File: config.mk
export PLATFORM = sky130hd
export DESIGN_NAME = bwpl_lock
export DESIGN_NICKNAME = d
export VERILOG_FILES = /design/src/bwpl_pkg.sv /design/src/bwpl_lock.sv
export SDC_FILE = /design/constraint.sdc
export NUM_CORES = 1
export LEC_CHECK = 0
export BUFFER_PORTS_ARGS = -buffer_cell sky130_fd_sc_hd__buf_2
export CORE_MARGIN = 1.5
export CORE_UTILIZATION = 27
export CTS_CLUSTER_DIAMETER = 200
export CTS_CLUSTER_SIZE = 14
export DETAILED_ROUTE_END_ITERATION = 12
export PLACE_DENSITY = 0.85
export SYNTH_ARGS = -nofsm -noshare
export SYNTH_HDL_FRONTEND = slang
export SYNTH_SLANG_ARGS = --single-unit
File: constraint.sdc
create_clock -name mclk -period 0.98 [get_ports mclk]
set_input_delay 0.098 -clock mclk [delete_from_list [all_inputs] [get_ports mclk]]
set_output_delay 0.098 -clock mclk [all_outputs]
set_load 0.02 [all_outputs]
File: src/bwpl_pkg.sv
// package of constants for the bit write protection lock
package bwpl_pkg;

	// ----------------------------------------------------------------
	// register map
	// ----------------------------------------------------------------
	localparam logic [11:0] KEY_CTRL_ADDR = 12'h000;

	// ----------------------------------------------------------------
	// field layout of the key control register
	// ----------------------------------------------------------------
	localparam int MODE_LSB  = 0;
	localparam int MODE_MSB  = 1;
	localparam int PROT_BIT  = 2;
	localparam int KEY_LSB   = 3;
	localparam int KEY_MSB   = 7;
	localparam int ADDR_LSB  = 2;
	localparam int ADDR_MSB  = 11;
	localparam int RSVD_LSB  = 8;
	localparam int RSVD_MSB  = 31;

	// ----------------------------------------------------------------
	// scheme settings, key values and reset values
	// ----------------------------------------------------------------
	localparam logic [1:0] MODE_OFF     = 2'h0;
	localparam logic [1:0] MODE_ON      = 2'h3;
	localparam logic [4:0] KEY_MODE_CHG = 5'h18;
	localparam logic [4:0] KEY_OPEN     = 5'h13;
	localparam logic [4:0] KEY_CLOSE    = 5'h15;
	localparam logic       PROT_RESET   = 1'h1;
	localparam logic [31:0] RDATA_ZERO  = 32'h0000_0000;

endpackage : bwpl_pkg
File: src/bwpl_lock.sv
// password controlled write protection lock with an apb register
// Functional notes
// RULE1: scheme setting 00 disables protection; protected bits are writable freely.
// RULE2: scheme resets to 11; any non-00 value acts as enabled.
// RULE3: scheme changes only together with mode-change key 11000.
// RULE4: status bit 2 reads 0 when writable, 1 when blocked.
// RULE5: key 10011 with scheme enabled opens access, clears status.
// RULE6: key 10101 with scheme enabled closes access, sets status.
// RULE7: any other key value changes neither state nor scheme.
// RULE8: after reset access is closed; blocked writes are dropped silently.
module bwpl_lock (
	input  wire logic        mclk,
	input  wire logic        rst_n,
	input  wire logic        psel,
	input  wire logic        penable,
	input  wire logic        pwrite,
	input  wire logic [11:0] paddr,
	input  wire logic [31:0] pwdata,
	output logic      [31:0] prdata,
	output logic             pready,
	output logic             pslverr,
	output logic             prot_write_en
);

	// ----------------------------------------------------------------
	// usage notes
	// ----------------------------------------------------------------
	// the lock only drives a gate; the guarded bits live in other
	// registers, which must qualify their own write strobes with it.
	// a guarded write while the gate is low is dropped with no error,
	// so software that needs certainty reads the status bit first.
	// the gate is combinational from three flops and moves in the cycle
	// after the keyed write; a guarded write issued in that same cycle
	// still sees the old gate value.
	// the key field is write only and reads zero, so a password cannot
	// be learned by reading the register back.
	// the mode key loads any two-bit value; only zero turns the scheme
	// off, every other code behaves as enabled.
	// turning the scheme off keeps the open or closed state, so turning
	// it back on returns to whatever state was last keyed in.
	// open and close keys written while the scheme is off are ignored,
	// which keeps a stale key from changing the state later.
	// reads are decoded in the setup cycle so the data stands for the
	// whole access phase with no wait state.

	// ----------------------------------------------------------------
	// bus decode
	// ----------------------------------------------------------------
	logic       wr_acc;
	logic       rd_acc;
	logic       hit;
	logic [4:0] key;
	logic [1:0] mode_reg;
	logic       closed_reg;
	logic       enabled;
	logic       protection_active_flag;
	logic       keyed_wr;

	// zero wait states; unmapped words read zero, no error
	assign pready  = 1'b1;
	assign pslverr = 1'b0;
	assign hit     = (paddr[bwpl_pkg::ADDR_MSB:bwpl_pkg::ADDR_LSB]
		== bwpl_pkg::KEY_CTRL_ADDR[bwpl_pkg::ADDR_MSB:bwpl_pkg::ADDR_LSB]);
	assign wr_acc  = psel && penable && pwrite && hit;
	assign rd_acc  = psel && !penable && !pwrite;
	assign key     = pwdata[bwpl_pkg::KEY_MSB:bwpl_pkg::KEY_LSB];
	// RULE2 non-zero is enabled
	assign enabled = (mode_reg != bwpl_pkg::MODE_OFF);
	// helper for the gate checks: a write carrying one of the live keys
	assign keyed_wr = wr_acc && (key == bwpl_pkg::KEY_OPEN || key == bwpl_pkg::KEY_CLOSE
		|| key == bwpl_pkg::KEY_MODE_CHG);

	// ----------------------------------------------------------------
	// scheme setting
	// ----------------------------------------------------------------
	// RULE3 mode-change key gate
	always_ff @(posedge mclk or negedge rst_n) begin
		if (!rst_n) begin
			mode_reg <= bwpl_pkg::MODE_ON;
		end else if (wr_acc && key == bwpl_pkg::KEY_MODE_CHG) begin
			mode_reg <= pwdata[bwpl_pkg::MODE_MSB:bwpl_pkg::MODE_LSB];
		end
	end

	// ----------------------------------------------------------------
	// protection state
	// ----------------------------------------------------------------
	// RULE5 RULE6 open and close keys; other keys ignored (RULE7)
	always_ff @(posedge mclk or negedge rst_n) begin
		if (!rst_n) begin
			closed_reg <= bwpl_pkg::PROT_RESET;
		end else if (wr_acc && enabled && key == bwpl_pkg::KEY_OPEN) begin
			closed_reg <= 1'b0;
		end else if (wr_acc && enabled && key == bwpl_pkg::KEY_CLOSE) begin
			closed_reg <= 1'b1;
		end
	end

	// RULE1 RULE8 scheme off always writable, closed drops writes
	assign prot_write_en = !enabled || !closed_reg;

	// RULE4 status set only when enabled and closed
	assign protection_active_flag = enabled && closed_reg;

	// ----------------------------------------------------------------
	// read data, registered in setup so it stands through access
	// ----------------------------------------------------------------
	// RULE4 status bit shows blocking
	always_ff @(posedge mclk or negedge rst_n) begin
		if (!rst_n) begin
			prdata <= bwpl_pkg::RDATA_ZERO;
		end else if (rd_acc) begin
			prdata <= bwpl_pkg::RDATA_ZERO;
			if (hit) begin
				prdata[bwpl_pkg::MODE_MSB:bwpl_pkg::MODE_LSB] <= mode_reg;
				prdata[bwpl_pkg::PROT_BIT] <= protection_active_flag;
			end
		end
	end
endmodule : bwpl_lock

## Word-level counts from Yosys, hierarchy flattened

Index checks and enable logic that the tools add are counted.

| word-level totals | value |
|---|---|
| output and inout bits | 35 |
| register bits | 6 |

| cells by class | value |
|---|---|
| reduce and logical (&&, ||, !) cells | 18 |
| eq/ne operators | 3 |
| multiplexer cells | 3 |

Operators by type and width:

| operator | number |
|---|---|
| $eq 5x5->1 const B | 3 |
| $logic_and 1x1->1 | 10 |
| $logic_not 10->1 | 1 |
| $logic_not 1->1 | 4 |
| $reduce_bool 2->1 | 2 |
| $mux 3 | 1 |
| $mux 1 | 2 |
| $logic_or 1x1->1 | 1 |

## Longest topological paths before layout

| logic depth | value |
|---|---|
| depth after elaboration | 7 |
| gate-level depth with buffers | 4 |
| mapped depth without buffers | 4 |

## Worst setup path before layout

Ideal clock, no wire load.

| timing path | value |
|---|---|
| path kind | flip-flop to flip-flop |
| start | reg mode_reg[1] |
| end | reg prdata[2] |
| path buffers | 0 |
| slack | -0.326 ns |
| required time | 0.859 ns |
| stages on the path, launching flop included | 4 |
| setup time | 0.121 ns |
| arrival time | 1.185 ns |
| path through | dfstp_2 > o21ai_0 > inv_1 > a22o_1 |

| on the way | value |
|---|---|
| word-level cells in the longest chain between the ends | 3 |

RTL lines:

| element | line | text |
|---|---|---|
| from (decl) | bwpl_lock.sv:53 | `logic [1:0] mode_reg;` |
| from (signal assigned) | bwpl_lock.sv:79 | `mode_reg <= bwpl_pkg::MODE_ON;` |
| from (signal assigned) | bwpl_lock.sv:81 | `mode_reg <= pwdata[bwpl_pkg::MODE_MSB:bwpl_pkg::MODE_LSB];` |
| $reduce_bool 2->1 | bwpl_lock.sv:68 | `assign enabled = (mode_reg != bwpl_pkg::MODE_OFF);` |
| $logic_and 1x1->1 | bwpl_lock.sv:103 | `assign protection_active_flag = enabled && closed_reg;` |
| $mux 3 | bwpl_lock.sv:114 | `if (hit) begin` |
| to (signal assigned) | bwpl_lock.sv:113 | `prdata <= bwpl_pkg::RDATA_ZERO;` |
| to (signal, indexed assignment) | bwpl_lock.sv:115 | `prdata[bwpl_pkg::MODE_MSB:bwpl_pkg::MODE_LSB] <= mode_reg;` |
| to (signal, indexed assignment) | bwpl_lock.sv:116 | `prdata[bwpl_pkg::PROT_BIT] <= protection_active_flag;` |
| to (decl) | bwpl_lock.sv:19 | `output logic [31:0] prdata,` |

Every way passes these cells.
A chain may end at the register's enable or synchronous reset.

## Worst setup path in the final report

| timing path | value |
|---|---|
| start | reg mode_reg[0] |
| end | out prot_write_en |

| on the way | value |
|---|---|
| word-level cells in the longest chain between the ends | 3 |

RTL lines:

| element | line | text |
|---|---|---|
| $reduce_bool 2->1 | bwpl_lock.sv:68 |  |
| $logic_not 1->1 | bwpl_lock.sv:100 | `assign prot_write_en = !enabled \|\| !closed_reg;` |
| $logic_or 1x1->1 | bwpl_lock.sv:100 |  |
| to (decl) | bwpl_lock.sv:22 | `output logic prot_write_en` |

Every way passes these cells.

==> out/metrics.csv <==
stage,metric,value,unit
clock_tree,worst skew pair latency,0.25,ns
timing,WHS,0.0838,ns
timing,final worst path period need,1.16,ns
worst_setup_path,Worst path max stage delay,0.53,ns
global_routing,remaining global-route overflow,0,
worst_setup_path,Critical path buffers and inverters,2,
timing,Final WS setup,-0.184,ns
global_routing,first-pass GRT wire length,1860,um
place,placement-stage cell area,691,um2
clock_tree,Longest Clk Path Bufs,2,
synth,Netlist cell types,21,
status,failing checks,negative setup slack,
final_layout,ANT cells,0,
worst_setup_path,arrival time worst endpoint,1.07,ns
final_layout,"commonest non-fill, non-tap cell in the layout",conb_1,
timing,Max Fclk,859,MHz
worst_setup_path,RR Startpoint,mode_reg[1],
final_layout,layout cells sized above 1,0.480,
global_routing,largest net degree at the start of global routing,7,
timing,fin crit share,1.19,
synth,biggest area consumer among synthesized cells,buf_4,
synth,prevailing post-synth register cell,dfstp_2,
worst_setup_path,"setup slack, reg-to-reg",-0.14,ns
clock_tree,H-tree levels,1,
power_and_ir_drop,Leakage,0.435,nW
worst_setup_path,Crit. End Element,primary output,
min_path,worst hold path depth,2,
min_path,launch point of the worst hold path,pwdata[0],
synth,Simple-Gate Fraction of Synth Area,0.208,
synth,Synth async-reset ratio,1.00,
timing,setup TNS,-0.322,ns
routing,First-pass DRT Iterations,4,
timing,Max Slew Vio Count,0,
clock_tree,clk sinks,6,
final_layout,fin area,790,um2
final_layout,Multi-input gate area,353,um2
min_path,worst hold endpoint,mode_reg[0],
synth,top-area cell type share of the netlist area,0.380,
synth,Mapped Cells,66,
routing,Vias/cell,3.67,
die,Initial Util,0.283,
die,Row Count,17,
timing,final setup fails,2,
timing,RSZ-0062 raised after global routing,yes,
worst_setup_path,R2R cell count,4,
status,outcome,"finished, violations left",
place,gpl congestion,0.774,
global_routing,initial antenna violation count,0,
die,die extent in y,50.7,um
clock_tree,CTS buffer count,3,
final_layout,filler instances,245,
worst_setup_path,RR Endpoint,closed_reg,
routing,Total Wirelength,1110,um
clock_tree,clk slew on worst S/H paths,0.05,ns
final_layout,Nets,150,
worst_setup_path,"delay-heaviest family, CP",flip-flops,
synth,post-synth design cell area,613,um2
synth,post-synthesis mux area share,0.0490,
routing,Vias,470,
synth,Post-synth EDFFs,0,
synth,sequential-to-total area share from yosys stat,0.251,
worst_setup_path,"Slowest-stage cell, CP",dfstp_2,
die,Top-Level Pins,84,
worst_setup_path,Setup CP Type,register to primary output,
routing,DRC viols,0,
worst_setup_path,most frequent CP cell,buf_6,
global_routing,total track usage,0.0983,
global_routing,vias in the first global route,454,
synth,Synth area leaders,"buf_4 (38%), dfstp_2 (13%), dfrtp_1 (12%)",
power_and_ir_drop,PwrDens,880,nW/um2
synth,largest family of logic cells by synthesized area,buffers and inverters,
min_path,worst hold path class,primary input to register,
synth,synth warn,0,
synth,Synth Area in XOR/XNOR,0,
die,core box area,2170,um2
worst_setup_path,CP required,0.88,ns
final_layout,most frequent cells in the layout,"conb_1 (31), buf_2 (22), buf_6 (5)",
clock_tree,CTS tree,done,
clock_tree,root buffer cell,clkbuf_4,
synth,Synth Area in Adders,0,
power_and_ir_drop,VDD IR max,348,uV
synth,synthesis-stage register bit count,6,
synth,post-synthesis compound-gate area fraction,0.0755,
die,die footprint,2570,um2
flow_run,Max Cap Viol,0,
final_layout,max reg flops,3,
final_layout,Post-Route Utilization,0.364,
place,port buffer count,25,
final_layout,P&R area growth vs syn,28.8,%
routing,Routed Antenna Nets,0,
worst_setup_path,"Critical Path, Cell by Cell",buf_6 > o21ai_4 > buf_6,
timing,Fin. Hold Viols,0,
worst_setup_path,CP startpoint kind,register,
die,Die Width,50.7,um
worst_setup_path,crit-path max FO,2,
synth,syn avg cell area,9.29,um2
place,DP HPWL,927,um
final_layout,Reg area,154,um2
routing,routed len/inst,8.69,um
timing,skew final,0.00251,ns
routing,Detailed Route Iter0 Violations,2,
[how the worst max path moves through the flow]
stage / start / end / slack, ns / cells after the start
after CTS: mode_reg[0] / prot_write_en / -0.19 / 3
after detailed placement: paddr[9] / mode_reg[1] / -0.30 / 5
after global routing: mode_reg[0] / prot_write_en / -0.21 / 3
final: mode_reg[0] / prot_write_en / -0.18 / 3
after floorplan: paddr[9] / mode_reg[0] / -0.13 / 4
after global placement: paddr[3] / mode_reg[1] / -0.25 / 5
[routing by layer]
metal	global-route usage	vias to the layer above	part of all wire
met5	0	-	0
met4	0.0541	0	0.013
met2	0.193	27	0.55
li1	-	226	-
met3	0.0327	2	0.088
met1	0.0853	215	0.35
[cells by family after synthesis]
family,after synthesis
buffers and inverters,35
and+or+nand+nor,15
AOI/OAI and AO/OA,6
DFF,6
muxes,2
other,2
[synth_stat cells (2+ instances only)]
library cell   n
a22o_1         3
buf_4         31
dfrtp_1        3
nand2_1        2
inv_1          4
conb_1         2
nor2_1         4
dfstp_2        3
mux2_4         2
[repair_timing]
action	4_1_cts	5_1_grt
pin swaps	7	4
endpoints found under the hold margin	6	0
buffers inserted	2	2
gates resized for setup	7	1
hold buffers	1	0
setup endpoints to repair	5	5
[cell type report]
| cell class | count | area share |
|---|---|---|
| Clock buffer | 4 | 0.0333 |
| Inverter | 4 | 0.0190 |
| Multi-Input combinational cell | 54 | 0.447 |
| Sequential cell | 6 | 0.195 |
| Tap cell | 28 | 0.0444 |
| Timing Repair Buffer | 32 | 0.261 |
[stage by stage]
step	std cells	total power [mW]	setup WS, ns
2_1_floorplan	95	0.470	-0.125
3_3_place_gp	120	0.432	-0.252
3_5_place_dp	120	0.434	-0.305
4_1_cts	127	0.703	-0.188
5_1_grt	128	0.743	-0.213
6_report	128	0.695	-0.184
[report_power, final]
group | leakage, nW | internal (mW) | switching (mW) | total (mW)
combinational | 0.347 | 0.0488 | 0.144 | 0.193
sequential | 0.0729 | 0.249 | 0.0000114 | 0.249
clock | 0.0150 | 0.155 | 0.0977 | 0.252
Power figures use the tool's default switching activity.
